`config.mk`:
```
export PLATFORM = sky130hd
export DESIGN_NAME = quad_pot_i2c_wiper_control
export DESIGN_NICKNAME = d
export VERILOG_FILES = /design/src/pkg/pot_pkg.sv /design/src/hw/nv_wiper_mem.sv /design/src/hw/pot_tap_decode.sv /design/src/hw/quad_pot_i2c_wiper_control.sv
export SDC_FILE = /design/constraint.sdc
export NUM_CORES = 1
export LEC_CHECK = 0
export BUFFER_PORTS_ARGS = -buffer_cell sky130_fd_sc_hd__buf_4
export CAP_MARGIN = 20
export CORE_MARGIN = 4
export CORE_UTILIZATION = 61
export DETAILED_ROUTE_END_ITERATION = 10
export GPL_TIMING_DRIVEN = 0
export PLACE_DENSITY = 0.81
export SLEW_MARGIN = 5
export SYNTH_ARGS = -nofsm -noshare
export SYNTH_HDL_FRONTEND = slang
export SYNTH_SLANG_ARGS = --single-unit
export TNS_END_PERCENT = 100
```
`constraint.sdc`:
```
create_clock -name clk_sys -period 5 [get_ports clk_sys]
set_input_delay 0.25 -clock clk_sys [delete_from_list [all_inputs] [get_ports clk_sys]]
set_output_delay 0.25 -clock clk_sys [all_outputs]
set_load 0.03 [all_outputs]
```
`src/pkg/pot_pkg.sv`:
```
// Shared constants and types for the quad wiper controller with two-wire slave.
// Assumes one 25 MHz system clock; bus pins arrive asynchronously.
//
// Contract
// - Above full scale: wiper at A, no inc/dec
// - At full scale: wiper at A, no increment
// - At zero: wiper at B, no decrement
// - Lock bit blocks wiper and terminal writes
// - Lock changes only by high-voltage commands
// - Lock state survives power-on reset
// - Reset reloads volatile wipers from stored values
// - Volatile terminal bits connect A, W, B separately
// - Shutdown bit low: A open, W to B
// - Shutdown ignores but keeps terminal bits
// - Shutdown keeps wiper; release restores position
// - Slave only, never drives serial clock
// - Never stretches clock; read data ready
// - Data sampled on serial clock rise
// - Data change with clock high is start/stop
// - Data falling with clock high starts sequence
// - Clock rates up to 100k/400k/3.4M; 3.4M is only flagged in hs_mode, the slave needs a half period of 4 clocks
// - Seven-bit addressing only, no ten-bit
// - Address byte parsed first after start
// - Low address pin latched at reset
// - Acknowledge drives data low in ninth slot
// - Address bits 6:2 are 01011 plus pins
// - Stop resets serial state machine to idle
// - New start resets command state machine
// - Master code 00001xxx: no ack, high-speed until stop
package pot_pkg;

	localparam logic [4:0] DEV_CODE = 5'h0b;
	localparam logic [4:0] HS_CODE = 5'h01;
	localparam logic [8:0] FULL_8 = 9'h100;
	localparam logic [8:0] FULL_7 = 9'h080;
	localparam logic [8:0] WIPER_ERASED = 9'h080;
	localparam logic [3:0] TERMINAL_CONTROL_REG_RST = 4'hf;
	localparam logic TERMINAL_CONTROL_REG_D8 = 1'b1;
	localparam logic [3:0] TGT_NV = 4'h4;
	localparam logic [3:0] TGT_TERMINAL_CONTROL_REG_LO = 4'h8;
	localparam logic [3:0] TGT_TERMINAL_CONTROL_REG_HI = 4'h9;
	localparam logic [3:0] BYTE_BITS = 4'h8;
	localparam logic [2:0] TX_LAST = 3'h7;
	localparam logic [2:0] BOOT_LAST = 3'h4;

	typedef enum logic [1:0] {
		OP_WRITE = 2'h0,
		OP_INC = 2'h1,
		OP_DEC = 2'h2,
		OP_SPECIAL = 2'h3
	} op_type;

	typedef enum logic [2:0] {
		ST_IDLE = 3'h0,
		ST_RX = 3'h1,
		ST_ACK = 3'h2,
		ST_TX = 3'h3,
		ST_TXACK = 3'h4,
		ST_WAIT = 3'h5
	} bus_state_type;

	typedef struct packed {
		logic [3:0] tgt;
		op_type op;
		logic rsvd;
		logic d8;
	} cmd_type;

	typedef struct packed {
		logic net_shutdown_n;
		logic net_term_a_connect;
		logic net_wiper_connect;
		logic net_term_b_connect;
	} terminal_control_reg_type;

	typedef struct packed {
		logic [8:0] tap;
		logic net_term_a_connect;
		logic net_wiper_connect;
		logic net_term_b_connect;
		logic wiper_b_short;
	} net_out_type;

	typedef struct packed {
		logic lock;
		logic [8:0] wiper;
	} nv_word_type;

endpackage : pot_pkg

```
`src/hw/nv_wiper_mem.sv`:
```
// Stored wiper values and lock bits, one word per resistor network.
// Assumes the caller sequences reads; read data lag the address by one clock.
`timescale 1ns/100ps
`default_nettype none
module nv_wiper_mem import pot_pkg::*; (
	input wire logic clk_sys,
	input wire logic [1:0] raddr,
	output nv_word_type rdata,
	input wire logic [1:0] waddr,
	input wire logic we_wiper,
	input wire logic we_lock,
	input wire nv_word_type wdata
);

	nv_word_type mem [0:3];

	// Stands for nonvolatile cells: no reset, content survives resetn
	initial begin
		for (int i = 0; i < 4; i++) begin
			mem[i] = '{lock: 1'b0, wiper: WIPER_ERASED};
		end
	end

	always_ff @(posedge clk_sys) begin
		if (we_wiper) begin
			mem[waddr].wiper <= wdata.wiper;
		end
		if (we_lock) begin
			mem[waddr].lock <= wdata.lock;
		end
		rdata <= mem[raddr];
	end

endmodule : nv_wiper_mem
`default_nettype wire

```
`src/hw/pot_tap_decode.sv`:
```
// Maps one volatile wiper value and its terminal bits to switch settings.
// Purely combinational; the caller registers the result.
`timescale 1ns/100ps
`default_nettype none
module pot_tap_decode import pot_pkg::*; #(
	parameter logic [8:0] FULL = FULL_8
) (
	input wire logic [8:0] wiper,
	input wire terminal_control_reg_type terminal_control_reg,
	output net_out_type dec,
	output logic inc_ok,
	output logic dec_ok
);

	logic over;

	always_comb begin
		over = wiper > FULL;
		dec.tap = over ? FULL : wiper;
		inc_ok = wiper < FULL;
		dec_ok = (wiper != 9'h000) && !over;
		if (!terminal_control_reg.net_shutdown_n) begin
			// Terminal bits are left untouched, only overridden here
			dec.net_term_a_connect = 1'b0;
			dec.net_wiper_connect = 1'b1;
			dec.net_term_b_connect = 1'b1;
			dec.wiper_b_short = 1'b1;
		end else begin
			dec.net_term_a_connect = terminal_control_reg.net_term_a_connect;
			dec.net_wiper_connect = terminal_control_reg.net_wiper_connect;
			dec.net_term_b_connect = terminal_control_reg.net_term_b_connect;
			dec.wiper_b_short = 1'b0;
		end
	end

endmodule : pot_tap_decode
`default_nettype wire

```
`src/hw/quad_pot_i2c_wiper_control.sv`:
```
// Two-wire slave with four wiper networks, terminal control and locks.
// Assumes an external open-drain resolver for sda; scl is never driven.
`timescale 1ns/100ps
`default_nettype none
module quad_pot_i2c_wiper_control import pot_pkg::*; #(
	parameter logic EIGHT_BIT = 1'b1
) (
	input wire logic clk_sys,
	input wire logic resetn,
	input wire logic scl_i,
	output logic scl_o,
	output logic scl_oe,
	input wire logic sda_i,
	output logic sda_o,
	output logic sda_oe,
	input wire logic addr_pin_low,
	input wire logic addr_pin_high,
	input wire logic high_voltage_cmd_in,
	output net_out_type [3:0] net_out,
	output logic [8:0] terminal_control_lo,
	output logic [8:0] terminal_control_hi,
	output logic lock_net0,
	output logic lock_net1,
	output logic lock_net2,
	output logic lock_net3,
	output logic hs_mode,
	output logic boot_done
);

	localparam logic [8:0] FULL = EIGHT_BIT ? FULL_8 : FULL_7;

	typedef struct packed {
		logic [2:0] scl_s;
		logic [2:0] sda_s;
		logic [1:0] a0_s;
		logic [1:0] a1_s;
		logic [1:0] hv_s;
		logic addr_lo;
		logic [2:0] boot_cnt;
		logic boot_done;
		bus_state_type state;
		logic [3:0] bit_cnt;
		logic [7:0] shreg;
		logic [1:0] byte_idx;
		logic rw;
		logic hs_mode;
		cmd_type cmd;
		logic [3:0] ptr;
		logic [3:0][8:0] vwiper;
		terminal_control_reg_type [3:0] terminal_control_reg;
		logic [3:0] lock;
		logic sda_oe;
		logic scl_oe;
		net_out_type [3:0] nout;
	} ctl_state_type;

	ctl_state_type st_ff;
	ctl_state_type nxt_st;
	logic [1:0] rst_q_ff;
	logic rst_n;
	logic scl_rise;
	logic scl_fall;
	logic start_ev;
	logic stop_ev;
	net_out_type [3:0] dec_out;
	logic [3:0] inc_ok;
	logic [3:0] dec_ok;
	logic [1:0] mem_raddr;
	logic [1:0] mem_waddr;
	nv_word_type mem_rdata;
	logic mem_we_wiper;
	logic mem_we_lock;
	nv_word_type mem_wdata;

	////////////////////////////////////////////////////////////////////////////
	// Reset release and helpers

	always_ff @(posedge clk_sys or negedge resetn) begin
		if (!resetn) begin
			rst_q_ff <= 2'h0;
		end else begin
			rst_q_ff <= {rst_q_ff[0], 1'b1};
		end
	end
	assign rst_n = rst_q_ff[1];

	function automatic logic [7:0] pack_terminal_control_reg(input terminal_control_reg_type hi, input terminal_control_reg_type lo);
		pack_terminal_control_reg = {hi, lo};
	endfunction : pack_terminal_control_reg

	// Events look at stages 1 and 2 only; stage 0 feeds stage 1 alone
	assign scl_rise = st_ff.scl_s[1] & ~st_ff.scl_s[2];
	assign scl_fall = ~st_ff.scl_s[1] & st_ff.scl_s[2];
	assign start_ev = st_ff.scl_s[1] & st_ff.scl_s[2] & ~st_ff.sda_s[1] & st_ff.sda_s[2];
	assign stop_ev = st_ff.scl_s[1] & st_ff.scl_s[2] & st_ff.sda_s[1] & ~st_ff.sda_s[2];

	assign mem_raddr = st_ff.boot_done ? st_ff.ptr[1:0] : st_ff.boot_cnt[1:0];

	nv_wiper_mem u_mem (
		.clk_sys(clk_sys),
		.raddr(mem_raddr),
		.rdata(mem_rdata),
		.waddr(mem_waddr),
		.we_wiper(mem_we_wiper),
		.we_lock(mem_we_lock),
		.wdata(mem_wdata)
	);

	for (genvar g = 0; g < 4; g++) begin : g_net
		pot_tap_decode #(.FULL(FULL)) u_dec (
			.wiper(st_ff.vwiper[g]),
			.terminal_control_reg(st_ff.terminal_control_reg[g]),
			.dec(dec_out[g]),
			.inc_ok(inc_ok[g]),
			.dec_ok(dec_ok[g])
		);
	end

	////////////////////////////////////////////////////////////////////////////
	// Next state

	always_comb begin
		logic [7:0] rd_byte;
		logic ack;
		logic [1:0] tn;
		logic [1:0] bi;
		nxt_st = st_ff;
		rd_byte = 8'hff;
		ack = 1'b0;
		tn = st_ff.cmd.tgt[1:0];
		bi = st_ff.boot_cnt[1:0] - 2'h1;
		mem_we_wiper = 1'b0;
		mem_we_lock = 1'b0;
		mem_waddr = st_ff.cmd.tgt[1:0];
		mem_wdata = '{lock: st_ff.cmd.d8, wiper: {st_ff.cmd.d8, st_ff.shreg}};
		nxt_st.scl_s = {st_ff.scl_s[1:0], scl_i};
		// Works down to a half period of 4 clocks; high-speed rate only flagged
		nxt_st.sda_s = {st_ff.sda_s[1:0], sda_i};
		nxt_st.a0_s = {st_ff.a0_s[0], addr_pin_low};
		nxt_st.a1_s = {st_ff.a1_s[0], addr_pin_high};
		nxt_st.hv_s = {st_ff.hv_s[0], high_voltage_cmd_in};
		nxt_st.nout = dec_out;
		nxt_st.scl_oe = 1'b0;

		if (st_ff.ptr < TGT_NV) begin
			rd_byte = st_ff.vwiper[st_ff.ptr[1:0]][7:0];
		end else if (st_ff.ptr < TGT_TERMINAL_CONTROL_REG_LO) begin
			rd_byte = mem_rdata.wiper[7:0];
		end else if (st_ff.ptr == TGT_TERMINAL_CONTROL_REG_LO) begin
			rd_byte = pack_terminal_control_reg(st_ff.terminal_control_reg[1], st_ff.terminal_control_reg[0]);
		end else if (st_ff.ptr == TGT_TERMINAL_CONTROL_REG_HI) begin
			rd_byte = pack_terminal_control_reg(st_ff.terminal_control_reg[3], st_ff.terminal_control_reg[2]);
		end

		if (!st_ff.boot_done) begin
			if (st_ff.boot_cnt != 3'h0) begin
				nxt_st.vwiper[bi] = mem_rdata.wiper;
				nxt_st.lock[bi] = mem_rdata.lock;
			end
			if (st_ff.boot_cnt == BOOT_LAST) begin
				// Synchronisers are full by now, so the pin level is real
				nxt_st.addr_lo = st_ff.a0_s[1];
				nxt_st.boot_done = 1'b1;
			end else begin
				nxt_st.boot_cnt = st_ff.boot_cnt + 3'h1;
			end
		end else if (start_ev) begin
			nxt_st.state = ST_RX;
			nxt_st.bit_cnt = 4'h0;
			nxt_st.byte_idx = 2'h0;
			nxt_st.sda_oe = 1'b0;
		end else if (stop_ev) begin
			nxt_st.state = ST_IDLE;
			nxt_st.hs_mode = 1'b0;
			nxt_st.sda_oe = 1'b0;
		end else begin
			case (st_ff.state)
				ST_RX: begin
					if (scl_rise) begin
						nxt_st.shreg = {st_ff.shreg[6:0], st_ff.sda_s[1]};
						nxt_st.bit_cnt = st_ff.bit_cnt + 4'h1;
					end else if (scl_fall && st_ff.bit_cnt == BYTE_BITS) begin
						nxt_st.bit_cnt = 4'h0;
						case (st_ff.byte_idx)
							2'h0: begin
								// Only a seven-bit match; ten-bit headers never match
								if (st_ff.shreg[7:1] == {DEV_CODE, st_ff.a1_s[1], st_ff.addr_lo}) begin
									ack = 1'b1;
									nxt_st.rw = st_ff.shreg[0];
									nxt_st.byte_idx = 2'h1;
								end else if (st_ff.shreg[7:3] == HS_CODE) begin
									nxt_st.hs_mode = 1'b1;
								end
							end
							2'h1: begin
								nxt_st.cmd = st_ff.shreg;
								nxt_st.ptr = st_ff.shreg[7:4];
								ack = st_ff.shreg[7:4] <= TGT_TERMINAL_CONTROL_REG_HI;
								nxt_st.byte_idx = (st_ff.shreg[3:2] == OP_WRITE) ? 2'h2 : 2'h1;
								tn = st_ff.shreg[5:4];
								if (st_ff.shreg[7:4] < TGT_NV && !st_ff.lock[tn]) begin
									if (st_ff.shreg[3:2] == OP_INC && inc_ok[tn]) begin
										nxt_st.vwiper[tn] = st_ff.vwiper[tn] + 9'h001;
									end
									if (st_ff.shreg[3:2] == OP_DEC && dec_ok[tn]) begin
										nxt_st.vwiper[tn] = st_ff.vwiper[tn] - 9'h001;
									end
								end
								if (st_ff.shreg[7:4] < TGT_NV && st_ff.shreg[3:2] == OP_SPECIAL
										&& st_ff.hv_s[1]) begin
									nxt_st.lock[tn] = st_ff.shreg[0];
									mem_we_lock = 1'b1;
									// Command is not registered yet; address from this byte
									mem_waddr = tn;
									mem_wdata.lock = st_ff.shreg[0];
								end
							end
							default: begin
								ack = 1'b1;
								nxt_st.byte_idx = 2'h1;
								if (st_ff.cmd.tgt < TGT_NV && !st_ff.lock[tn]) begin
									nxt_st.vwiper[tn] = {st_ff.cmd.d8, st_ff.shreg};
								end
								if (st_ff.cmd.tgt >= TGT_NV && st_ff.cmd.tgt < TGT_TERMINAL_CONTROL_REG_LO) begin
									mem_we_wiper = !st_ff.lock[tn];
								end
								for (int k = 0; k < 4; k++) begin
									if (!st_ff.lock[k] && st_ff.cmd.tgt[0] == k[1]
											&& st_ff.cmd.tgt[3:1] == TGT_TERMINAL_CONTROL_REG_LO[3:1]) begin
										nxt_st.terminal_control_reg[k] = k[0] ? st_ff.shreg[7:4] : st_ff.shreg[3:0];
									end
								end
							end
						endcase
						nxt_st.state = ack ? ST_ACK : ST_WAIT;
						nxt_st.sda_oe = ack;
					end
				end
				ST_ACK: begin
					if (scl_fall) begin
						nxt_st.sda_oe = 1'b0;
						nxt_st.state = ST_RX;
						if (st_ff.rw) begin
							// Read byte is already settled, so no stretching is needed
							nxt_st.state = ST_TX;
							nxt_st.shreg = rd_byte;
							nxt_st.sda_oe = ~rd_byte[7];
						end
					end
				end
				ST_TX: begin
					if (scl_fall) begin
						if (st_ff.bit_cnt[2:0] == TX_LAST) begin
							nxt_st.sda_oe = 1'b0;
							nxt_st.bit_cnt = 4'h0;
							nxt_st.state = ST_TXACK;
						end else begin
							nxt_st.shreg = {st_ff.shreg[6:0], 1'b1};
							nxt_st.sda_oe = ~st_ff.shreg[6];
							nxt_st.bit_cnt = st_ff.bit_cnt + 4'h1;
						end
					end
				end
				ST_TXACK: begin
					if (scl_rise) begin
						nxt_st.state = st_ff.sda_s[1] ? ST_WAIT : ST_ACK;
					end
				end
				default: begin
				end
			endcase
		end
	end

	always_ff @(posedge clk_sys or negedge rst_n) begin
		if (!rst_n) begin
			st_ff <= '0;
			st_ff.scl_s <= 3'h7;
			st_ff.sda_s <= 3'h7;
			st_ff.terminal_control_reg <= {4{TERMINAL_CONTROL_REG_RST}};
		end else begin
			st_ff <= nxt_st;
		end
	end

	////////////////////////////////////////////////////////////////////////////
	// Outputs

	assign scl_o = st_ff.scl_oe;
	assign scl_oe = st_ff.scl_oe;
	assign sda_o = st_ff.scl_oe;
	assign sda_oe = st_ff.sda_oe;
	assign net_out = st_ff.nout;
	assign terminal_control_lo = {TERMINAL_CONTROL_REG_D8, st_ff.terminal_control_reg[1], st_ff.terminal_control_reg[0]};
	assign terminal_control_hi = {TERMINAL_CONTROL_REG_D8, st_ff.terminal_control_reg[3], st_ff.terminal_control_reg[2]};
	assign lock_net0 = st_ff.lock[0];
	assign lock_net1 = st_ff.lock[1];
	assign lock_net2 = st_ff.lock[2];
	assign lock_net3 = st_ff.lock[3];
	assign hs_mode = st_ff.hs_mode;
	assign boot_done = st_ff.boot_done;
endmodule : quad_pot_i2c_wiper_control
`default_nettype wire

```
==> metrics.txt, run 1 <==
total CTS buffers 22; f_max 228 MHz; Worst-path clk slew 0.06 ns; post-synthesis mux area share 0.120; Core ar. ~18000 µm²; via count 10.0k; I/O pins slightly below 90; GRT Util Overall 0.370; top cell family by delay on the critical path compound AO/OA/AOI/OAI gates; CP Launch Type register; Req. time, crit path between 5 and 6 ns; Post-Layout Cell Count 1447; Post-Syn Area between 10000 and 15000 µm²; DRC 0; status finished clean; HPWL after DPL around 28 mm; CTS sink count about 200; XOR/XNOR share of the synthesized area 0.0130; simple logic cell fraction of the synthesized area 0.152; final hold slack 0.0322 ns; critical-path cell list clkbuf_1 -> mux4_2 -> clkbuf_1 -> inv_1 -> ha_1 -> clkbuf_1 -> o211ai_1 -> o31a_1 -> a2111oi_0 -> o31ai_1; Die ar. around 21000 µm²; CP max stage delay slightly below 0.8 ns; most numerous cell on the critical path clkbuf_1; fin crit share 0.877; Worst EP arrival roughly 4.8 ns; Post-layout nets roughly 1.2k; GP Congestion 1.00; TritonCTS clock tree built; drt first pass iters 8; post-synthesis compound-gate area fraction 0.161; Max Slew Vio Count 0; std cell rows between 40 and 50; Crit. End Element register; synthesis-stage register bit count a little over 200; Avg Vias per Cell approximately 6.9; Clock Latency Late Sink between 0.5 and 0.6 ns; area delta synth->final 15.9%; setup ws final roughly 0.61 ns; Rel. slew slack 0.239; Routed WL ~40 mm; fill cell total of the finished layout 1250; CP startpoint mem_wdata[5]; Placed Instances between 1k and 1.5k; Crit path buffers/inverters 4; Mapped Cells about 1.1k; Leak Pwr ~5.4 nW; slowest CP cell a2111oi_0; Slew @ Worst Pin ~1.1 ns; largest net degree at the start of global routing 71; total grt overflow 0; Final Hold Fails 0; first-pass GRT wire length between 60 and 70 mm; max-cap viol count 0; CP max FO 10; Synth async-reset ratio 0.752; layout cells sized above 1 0.267; number of flops mapped to enable cells by yosys 40; RSZ-0062 raised after global routing false; final setup violation count 0; Post-CTS Resized 0; Seq/Total Area, Yosys 0.457; Wirelength per Cell around 28 µm; Avg Cell Area, Syn 10.6 µm²; worst-case clock buffer depth 3; CTS H-tree lvls 1; vias in the first global route between 9k and 10k; antenna violations before repair 0; largest family of logic cells by synthesized area compound AO/OA/AOI/OAI gates; YS warnings 0; width of the die 145 µm; Crit Path Category reg2reg; Hold WC Path Type in2async; IO Port Bufs 81; initial core utilization 0.629; pre-CTS WS 0.819 ns; Starting DRT DRC Count 1459; cell area power density around 380 nW/µm²; top_reg_cell synth dfrtp_1; worst-case vdd ir drop about 0.38 mV; unique cell type count in the Yosys netlist 85; Die Ht ~150 µm; DRT antenna net count 0; Post-Synth Adder-Cell Area 0.0153; worst reg2reg path startpoint mem_wdata[5]; Root Buffer clkbuf_16; post-route minimum period roughly 4.4 ns; Worst Skew roughly 0.021 ns
[cell usage after synthesis (all sizes together) (10+ instances only)]
master / n / area share
a21oi: 60 / 0.026
a221oi: 27 / 0.021
and2: 15 / 0.0082
buf: 89 / 0.056
clkbuf: 47 / 0.015
dfrtp: 130 / 0.28
dfstp: 22 / 0.050
dfxtp: 10 / 0.017
edfxtp: 40 / 0.10
ha: 14 / 0.015
inv: 26 / 0.0085
mux2: 34 / 0.033
mux2i: 35 / 0.031
mux4: 28 / 0.056
nand2: 79 / 0.026
nand2b: 17 / 0.0093
nand3: 25 / 0.012
nor2: 62 / 0.020
nor2b: 42 / 0.023
nor3: 21 / 0.0096
o21ai: 45 / 0.020
o221ai: 11 / 0.0084
or2: 19 / 0.011
[placed cells by master, fill, tap and decap left out, types with 8 or more instances in the layout]
cell	n
dfxtp_1	10
mux4_2	25
mux2_2	34
nor4_1	8
nor2_1	62
ha_1	14
and2_1	15
clkbuf_16	22
buf_2	9
and3_1	8
a211oi_1	9
o221ai_1	11
clkbuf_1	49
dfrtp_1	129
nor3_1	20
nand2_1	78
inv_1	26
o31ai_1	8
edfxtp_1	40
buf_4	156
nor2b_1	42
o21ai_0	43
a221oi_1	27
xnor2_1	8
a21oi_1	60
a31oi_1	8
xor2_1	9
nand3_1	23
nand2b_1	17
dfstp_2	22
or2_2	16
o22ai_1	9
or3_1	9
mux2i_1	34
[state kept, by name, summed over array words and instances, names as in the netlist, 2 cells and up]
register	flops
st_ff	59
net_out	52
u_mem.mem	40
u_mem.rdata	10
mem_wdata	9
terminal_control_hi	8
terminal_control_lo	8
nxt_st	7
rst_q_ff	2
[logic make-up (layout without fill, tap and decap cells)]
logic type | Yosys count | after routing
adder cells (fa/ha/maj) | 14 | 14
AND/OR/NAND/NOR | 331 | 331
XOR/XNOR | 17 | 17
multiplexers | 97 | 97
other | 2 | 7
AO/OA/AOI/OAI | 256 | 256
flip-flops | 202 | 202
buffers and inverters | 162 | 294
[layout make-up]
class	instances	area, µm²	share of cell area
Buffer	136	821	0.0618
Timing Repair Buffer	92	747	0.0563
Tap cell	229	287	0.0216
Multi-Input combinational cell	721	5320	0.400
Antenna cell	1	2.50	0.000189
Sequential cell	202	5240	0.395
Inverter	26	97.6	0.00735
Clock inverter	14	180	0.0136
Clock buffer	26	586	0.0441
[power by group]
group / internal [mW] / switching, mW / leakage (nW)
sequential: 1.76 / 0.116 / 2.20
combinational: 0.436 / 1.04 / 2.81
clock: 1.01 / 0.709 / 0.369
total: 3.20 / 1.86 / 5.38
[timing repair]
action	in CTS	in global routing
buffers inserted	0	0
hold buffers	6	0
endpoints found under the hold margin	7	0
[worst register-to-register path, stage by stage (launching register included)]
cell and delay, ns:
dfrtp_1 0.59, clkbuf_1 0.63, mux4_2 0.43, clkbuf_1 0.29, inv_1 0.13, ha_1 0.14
clkbuf_1 0.35, o211ai_1 0.34, o31a_1 0.38, a2111oi_0 0.78, o31ai_1 0.18
[through the flow]
step                      cell area (µm²)   util  power (mW)  setup TNS, ns
final                               13300  0.729        5.07              0
after CTS                           13300  0.728        4.99              0
after global placement              12400  0.679        3.27        -138.04
after floorplan                     11500      -        2.79              0
after global routing                13300  0.729        5.21              0
after detailed placement            12400  0.682        3.28              0
[path summary, 6_finish.rpt]
check                                         end  slack (ns)  cells after the start
setup / recovery                       st_ff[100]        0.61                     10
setup reg to reg                       st_ff[100]        0.61                     10
hold reg to reg                        st_ff[123]        0.26                      0
hold / removal                        rst_q_ff[1]        0.03                      2
max in group asynchronous  terminal_control_hi[3]        3.99                      1
min in group clk_sys                  nxt_st[157]        0.36                      0
[layer usage]
metal | share of wire | up-vias | global-route usage
met2 | 0.45 | 842 | 0.585
met5 | 0 | - | 0
met4 | 0.071 | 0 | 0.192
li1 | - | 4188 | -
met3 | 0.12 | 207 | 0.0795
met1 | 0.36 | 4771 | 0.486
(Power assumes the default switching activity.)
==> run 2: changes to the inputs <==
--- a/config.mk
+++ b/config.mk
@@ -6,12 +6,12 @@
 export NUM_CORES = 1
 export LEC_CHECK = 0
 export BUFFER_PORTS_ARGS = -buffer_cell sky130_fd_sc_hd__buf_4
-export CAP_MARGIN = 20
+export CAP_MARGIN = 40
 export CORE_MARGIN = 4
-export CORE_UTILIZATION = 61
+export CORE_UTILIZATION = 45
 export DETAILED_ROUTE_END_ITERATION = 10
 export GPL_TIMING_DRIVEN = 0
-export PLACE_DENSITY = 0.81
+export REMOVE_ABC_BUFFERS = 1
 export SLEW_MARGIN = 5
 export SYNTH_ARGS = -nofsm -noshare
 export SYNTH_HDL_FRONTEND = slang
==> run 2 against run 1 <==
  * Global-route usage decreased by 12 points
  * Worst hold slack worse by 0.0058 ns
  * Critical path depth fell by 3
  * Cell area down 4.0%
  * Utilization is 22 points lower
  * Routed wire length shrank 12%
  * Combinational power fell by 18%
  * Sequential cell count did not move
  * Critical endpoint unchanged
  * Largest power group unchanged
==> metrics.txt, run 2 (synthesis gave the netlist of run 1 again) <==
status finished clean; Flop pwr share 0.408; RSZ-0062 raised after global routing false; Post-layout nets between 1k and 1.5k; Wirelength per Cell around 25 µm; total grt overflow 0; Root Buffer clkbuf_16; drt first pass iters 5; fill cell total of the finished layout approximately 2.3k; f_max between 200 and 300 MHz; Max Slew Vio Count 0; number of flip-flops in the largest register 59; Worst-path clk slew 0.06 ns; Crit Path Category reg2reg; Avg Vias per Cell 6.18; largest net degree at the start of global routing between 50 and 60; register area roughly 5200 µm²; setup TNS 0 ns; CP max FO 36; first-pass GRT wire length 53.9 mm; post-route minimum period about 3.5 ns; Hold WC Path Type in2async; area delta synth->final 11.3%; GP Congestion about 0.94; CTS sink count approximately 200; reg2reg end st_ff[100]; antenna violations before repair 0; Core ar. ~25000 µm²; HPWL after DPL approximately 25 mm; combinational share of power 0.247; CP Launch Type register; final design utilization 0.508; fin crit share 0.705; final setup violation count 0; DRC 0; cell area power density around 390 nW/µm²; initial core utilization 0.456; width of the die between 150 and 200 µm; hold buffer count at CTS 6; Worst EP arrival 3.91 ns; GRT Util Overall 0.246; Routed WL approximately 35 mm; R2R Setup Slk ~1.5 ns; footprint of the multi-input gates ~5300 µm²; total CTS buffers 24; Post-CTS Resized 0; worst-case vdd ir drop about 0.28 mV; most frequent cells in the layout dfrtp_1, buf_4, nand2_1, nor2_1, a21oi_1; Reg2Reg Depth 7; Rel. slew slack 0.347; DRT antenna net count 0; via count 8825; Net Sw Frac 0.354; Placed Instances roughly 1.4k; Die Ht around 170 µm; internal power between 3 and 4 mW; Clock Latency Late Sink roughly 0.54 ns; switching power 1.75 mW; worst reg2reg path startpoint mem_wdata[5]; I/O pins 87; antenna cells 0; Leak Pwr 4.98 nW; Worst Skew ~0.018 ns; Post-CTS Setup Bufs 0; final hold slack roughly 0.026 ns; worst-case clock buffer depth 3; Slew @ Worst Pin between 0.9 and 1 ns; Crit. End Element register; vias in the first global route between 8k and 9k; Final Hold Fails 0; Biggest register st_ff; most common cell after layout, fill and taps aside dfrtp_1; Starting DRT DRC Count about 930; std cell rows between 50 and 60; TritonCTS clock tree built; Die ar. 28100 µm²; max-cap viol count 0; CTS H-tree lvls 1; Post-Layout Cell Count 1429; Req. time, crit path around 5.4 ns; layout cells sized above 1 0.240; IO Port Bufs 81; Clock power frac 0.345
[run 2: per-layer routing]
layer  part of all wire  up-vias  global-route usage
li1                   -     3945                   -
met1               0.41     4322               0.341
met2               0.45      457               0.383
met3              0.095      101              0.0500
met4              0.043        0              0.0932
met5                  0        -                   0
[run 2: how the worst max path moves through the flow]
stage | from | slack [ns] | cells past startpoint | end
CTS | mem_wdata[4] | 1.52 | 8 | st_ff[100]
floorplan | rst_q_ff[1] | 0.49 | 0 | boot_done
finish | mem_wdata[5] | 1.47 | 7 | st_ff[100]
global placement | rst_q_ff[1] | -1.45 | 0 | net_out[26]
detailed placement | st_ff[139] | 1.57 | 8 | u_mem.mem[2][4]
global route | mem_wdata[4] | 1.35 | 8 | st_ff[100]
[run 2: power by group through the flow]
| stage | combinational (mW) | clock [mW] | sequential, mW |
|---|---|---|---|
| floorplan | 0.794 | 0 | 1.94 |
| global placement | 1.10 | 0 | 2.07 |
| detailed placement | 1.19 | 0 | 2.03 |
| CTS | 1.19 | 1.74 | 2.00 |
| global route | 1.31 | 1.82 | 2.02 |
| finish | 1.22 | 1.70 | 2.01 |
[run 2: worst max-delay path, stage by stage (launching register included)]
cell and delay [ns]:
dfrtp_2 0.91, mux4_2 0.56, inv_1 0.12, ha_1 0.35, o211ai_1 0.29, o31a_1 0.36, a2111oi_0 0.58, o31ai_1 0.18
[run 2: final cells by class]
class                   instances  area share
inverters                      26     0.00766
well taps                     330      0.0324
multi-input cells             721       0.418
clock inverters                 8     0.00530
flip-flops and latches        202       0.411
clock buffers                  36      0.0562
repair buffers                106      0.0692
[run 2: stage by stage]
step                      total power [mW]  worst slack [ns]  area (µm²)
after floorplan                       2.73             0.490       10600
after global placement                3.17             -1.45       11700
after detailed placement              3.22              1.57       11900
after CTS                             4.94              1.52       12700
after global routing                  5.16              1.35       12700
final                                 4.93              1.47       12700
==> run 3: changes to the inputs <==
==> constraint.sdc (replaced) <==
create_clock -name clk_sys -period 3 [get_ports clk_sys]
set_input_delay 0.15 -clock clk_sys [delete_from_list [all_inputs] [get_ports clk_sys]]
set_output_delay 0.15 -clock clk_sys [all_outputs]
set_load 0.03 [all_outputs]
==> run 3 against run 2 <==
  * Cell area grew 3.0%
  * Count of clock-buffer cells in the layout is the same
  * Worst hold slack gained 0.24 ns
  * Setup slack lost 1.4 ns
  * Non-clock buffer count grew 25
  * Routed wire length grew 2.6%
  * Utilization grew 1.5 points
  * First-iteration DRC count grew 3.9%
  * Register-to-register slack lost 1.4 ns
  * Critical path depth grew 1
  * Combinational power grew 85%
  * Final cell count grew 1.7%
  * Largest power group unchanged
==> metrics.txt, run 3 (synthesis gave the netlist of run 1 again) <==
status finished clean; Post-layout nets about 1.1k; Flop pwr share 0.396; Worst Hold End nxt_st[149]; worst-case clock buffer depth 3; Crit Path Category reg2reg; antenna cells 0; most frequent cells in the layout dfrtp_1, buf_4, nand2_1, nor2_1, a21oi_1; layout cells sized above 1 0.277; combinational share of power 0.268; cell area power density 643 nW/µm²; Worst EP arrival between 3 and 4 ns; Req. time, crit path ~3.4 ns; drt first pass iters 6; Reg2Reg Depth 8; Crit path buffers/inverters 0; Die ar. between 20000 and 30000 µm²; Worst Skew 0.0154 ns; setup ws final ~0.08 ns; RSZ-0062 raised after global routing false; post-route minimum period around 2.9 ns; Root Buffer clkbuf_16; fin crit share 0.973; reg2reg end st_ff[109]; TritonCTS clock tree built; Starting DRT DRC Count 969; DRT antenna net count 0; CTS H-tree lvls 1; first-pass GRT wire length between 50 and 60 mm; Worst-path clk slew around 0.060 ns; Die Ht 168 µm; pre-CTS WS -0.433 ns; Wirelength per Cell 24.9 µm; DRC 0; max-cap viol count 0; Core ar. approximately 25000 µm²; HPWL after DPL ~25 mm; fill cell total of the finished layout ~2.3k; Max Slew Vio Count 0; width of the die between 150 and 200 µm; Clock power frac 0.336; Rel. slew slack 0.347; vias in the first global route 8842; total grt overflow 0; GRT Util Overall 0.251; Net Sw Frac 0.355; Leak Pwr 5.14 nW; Avg Vias per Cell between 6 and 7; initial core utilization 0.456; final setup violation count 0; IO Port Bufs slightly above 80; Final Hold Fails 0; Crit. End Element register; CTS sink count 202; Clock Latency Late Sink approximately 0.54 ns; critical-path cell list or4_1 -> or4_4 -> ha_4 -> and4_4 -> mux2_4 -> a311o_1 -> a21oi_2 -> o32ai_1; number of flip-flops in the largest register between 50 and 60; worst-case vdd ir drop ~0.46 mV; top cell family by delay on the critical path simple AND/OR/NAND/NOR gates; CP max FO 5; via count between 9k and 10k; switching power roughly 3.0 mW; hold path depth 2; internal power ~5.4 mW; worst reg2reg path startpoint st_ff[107]; most common cell after layout, fill and taps aside dfrtp_1; total CTS buffers 24; HP Start addr_pin_high; R2R Setup Slk roughly 0.08 ns; largest net degree at the start of global routing 54; CP max stage delay 0.53 ns; slowest CP cell or4_1; area delta synth->final 14.6%; GP Congestion ~0.94; std cell rows 58; CP Launch Type register; Tot Pwr roughly 8.4 mW; f_max 342 MHz; Biggest register st_ff; Slew @ Worst Pin slightly below 1 ns; Hold WC Path Type in2reg; Routed WL 36.2 mm; antenna violations before repair 0; I/O pins between 80 and 90
[run 3: worst max-delay path by stage]
| stage | startpoint | to | slack (ns) | cells after the start |
|---|---|---|---|---|
| 2_1_floorplan | rst_q_ff[1] | boot_done | -1.51 | 0 |
| 3_3_place_gp | rst_q_ff[1] | net_out[26] | -3.45 | 0 |
| 3_5_place_dp | st_ff[139] | u_mem.mem[2][4] | -0.43 | 8 |
| 4_1_cts | mem_wdata[4] | st_ff[100] | 0.001 | 8 |
| 5_1_grt | nxt_st[154] | u_mem.mem[0][6] | 0.001 | 8 |
| 6_report | st_ff[107] | st_ff[109] | 0.08 | 8 |
[run 3: worst register-to-register path, delay by kind of cell, from the launching register on]
kind,cells,cell delay (ns)
mux,1,0.31
compound gates,3,0.51
simple gates,3,1.24
fa+ha+maj,1,0.30
flops,1,0.44
[run 3: power groups by stage]
stage | registers (mW) | logic, mW | clock network (mW)
after CTS | 3.32 | 2.09 | 2.90
after floorplan | 3.23 | 1.32 | 0
after detailed placement | 3.39 | 1.98 | 0
after global routing | 3.36 | 2.43 | 3.04
after global placement | 3.45 | 1.84 | 0
final | 3.34 | 2.26 | 2.84
[run 3: metal layers]
layer / track usage / vias up / part of all wire
li1: - / 3997 / -
met1: 0.348 / 4496 / 0.42
met2: 0.389 / 474 / 0.45
met3: 0.0508 / 104 / 0.091
met4: 0.100 / 0 / 0.047
met5: 0 / - / 0
[run 3: per-stage QoR]
step	instance area (µm²)	setup TNS [ns]	hold WS, ns	std cells	utilization
after floorplan	10600	-203.24	-0.146	949	-
after global placement	11700	-566.19	-0.0669	1360	0.465
after detailed placement	11900	-19.39	-0.0665	1379	0.474
after CTS	13000	0	0.253	1443	0.517
after global routing	13100	0	0.270	1454	0.523
final	13100	0	0.266	1454	0.523
[run 3: what timing repair did]
action | CTS | global route
setup buffers | 13 | 10
endpoints found under the hold margin | 7 | 0
setup endpoints to repair | 74 | 64
pin swaps | 2 | 4
hold buffers | 7 | 0
resized for setup | 21 | 15
[run 3: final cells by class]
class / instances / area (µm²) / area share
inverters: 26 / 97.6 / 0.00743
clock buffers: 36 / 716 / 0.0545
flip-flops and latches: 202 / 5260 / 0.400
clock inverters: 8 / 67.6 / 0.00515
well taps: 330 / 413 / 0.0315
repair buffers: 131 / 1110 / 0.0847
multi-input cells: 721 / 5470 / 0.416
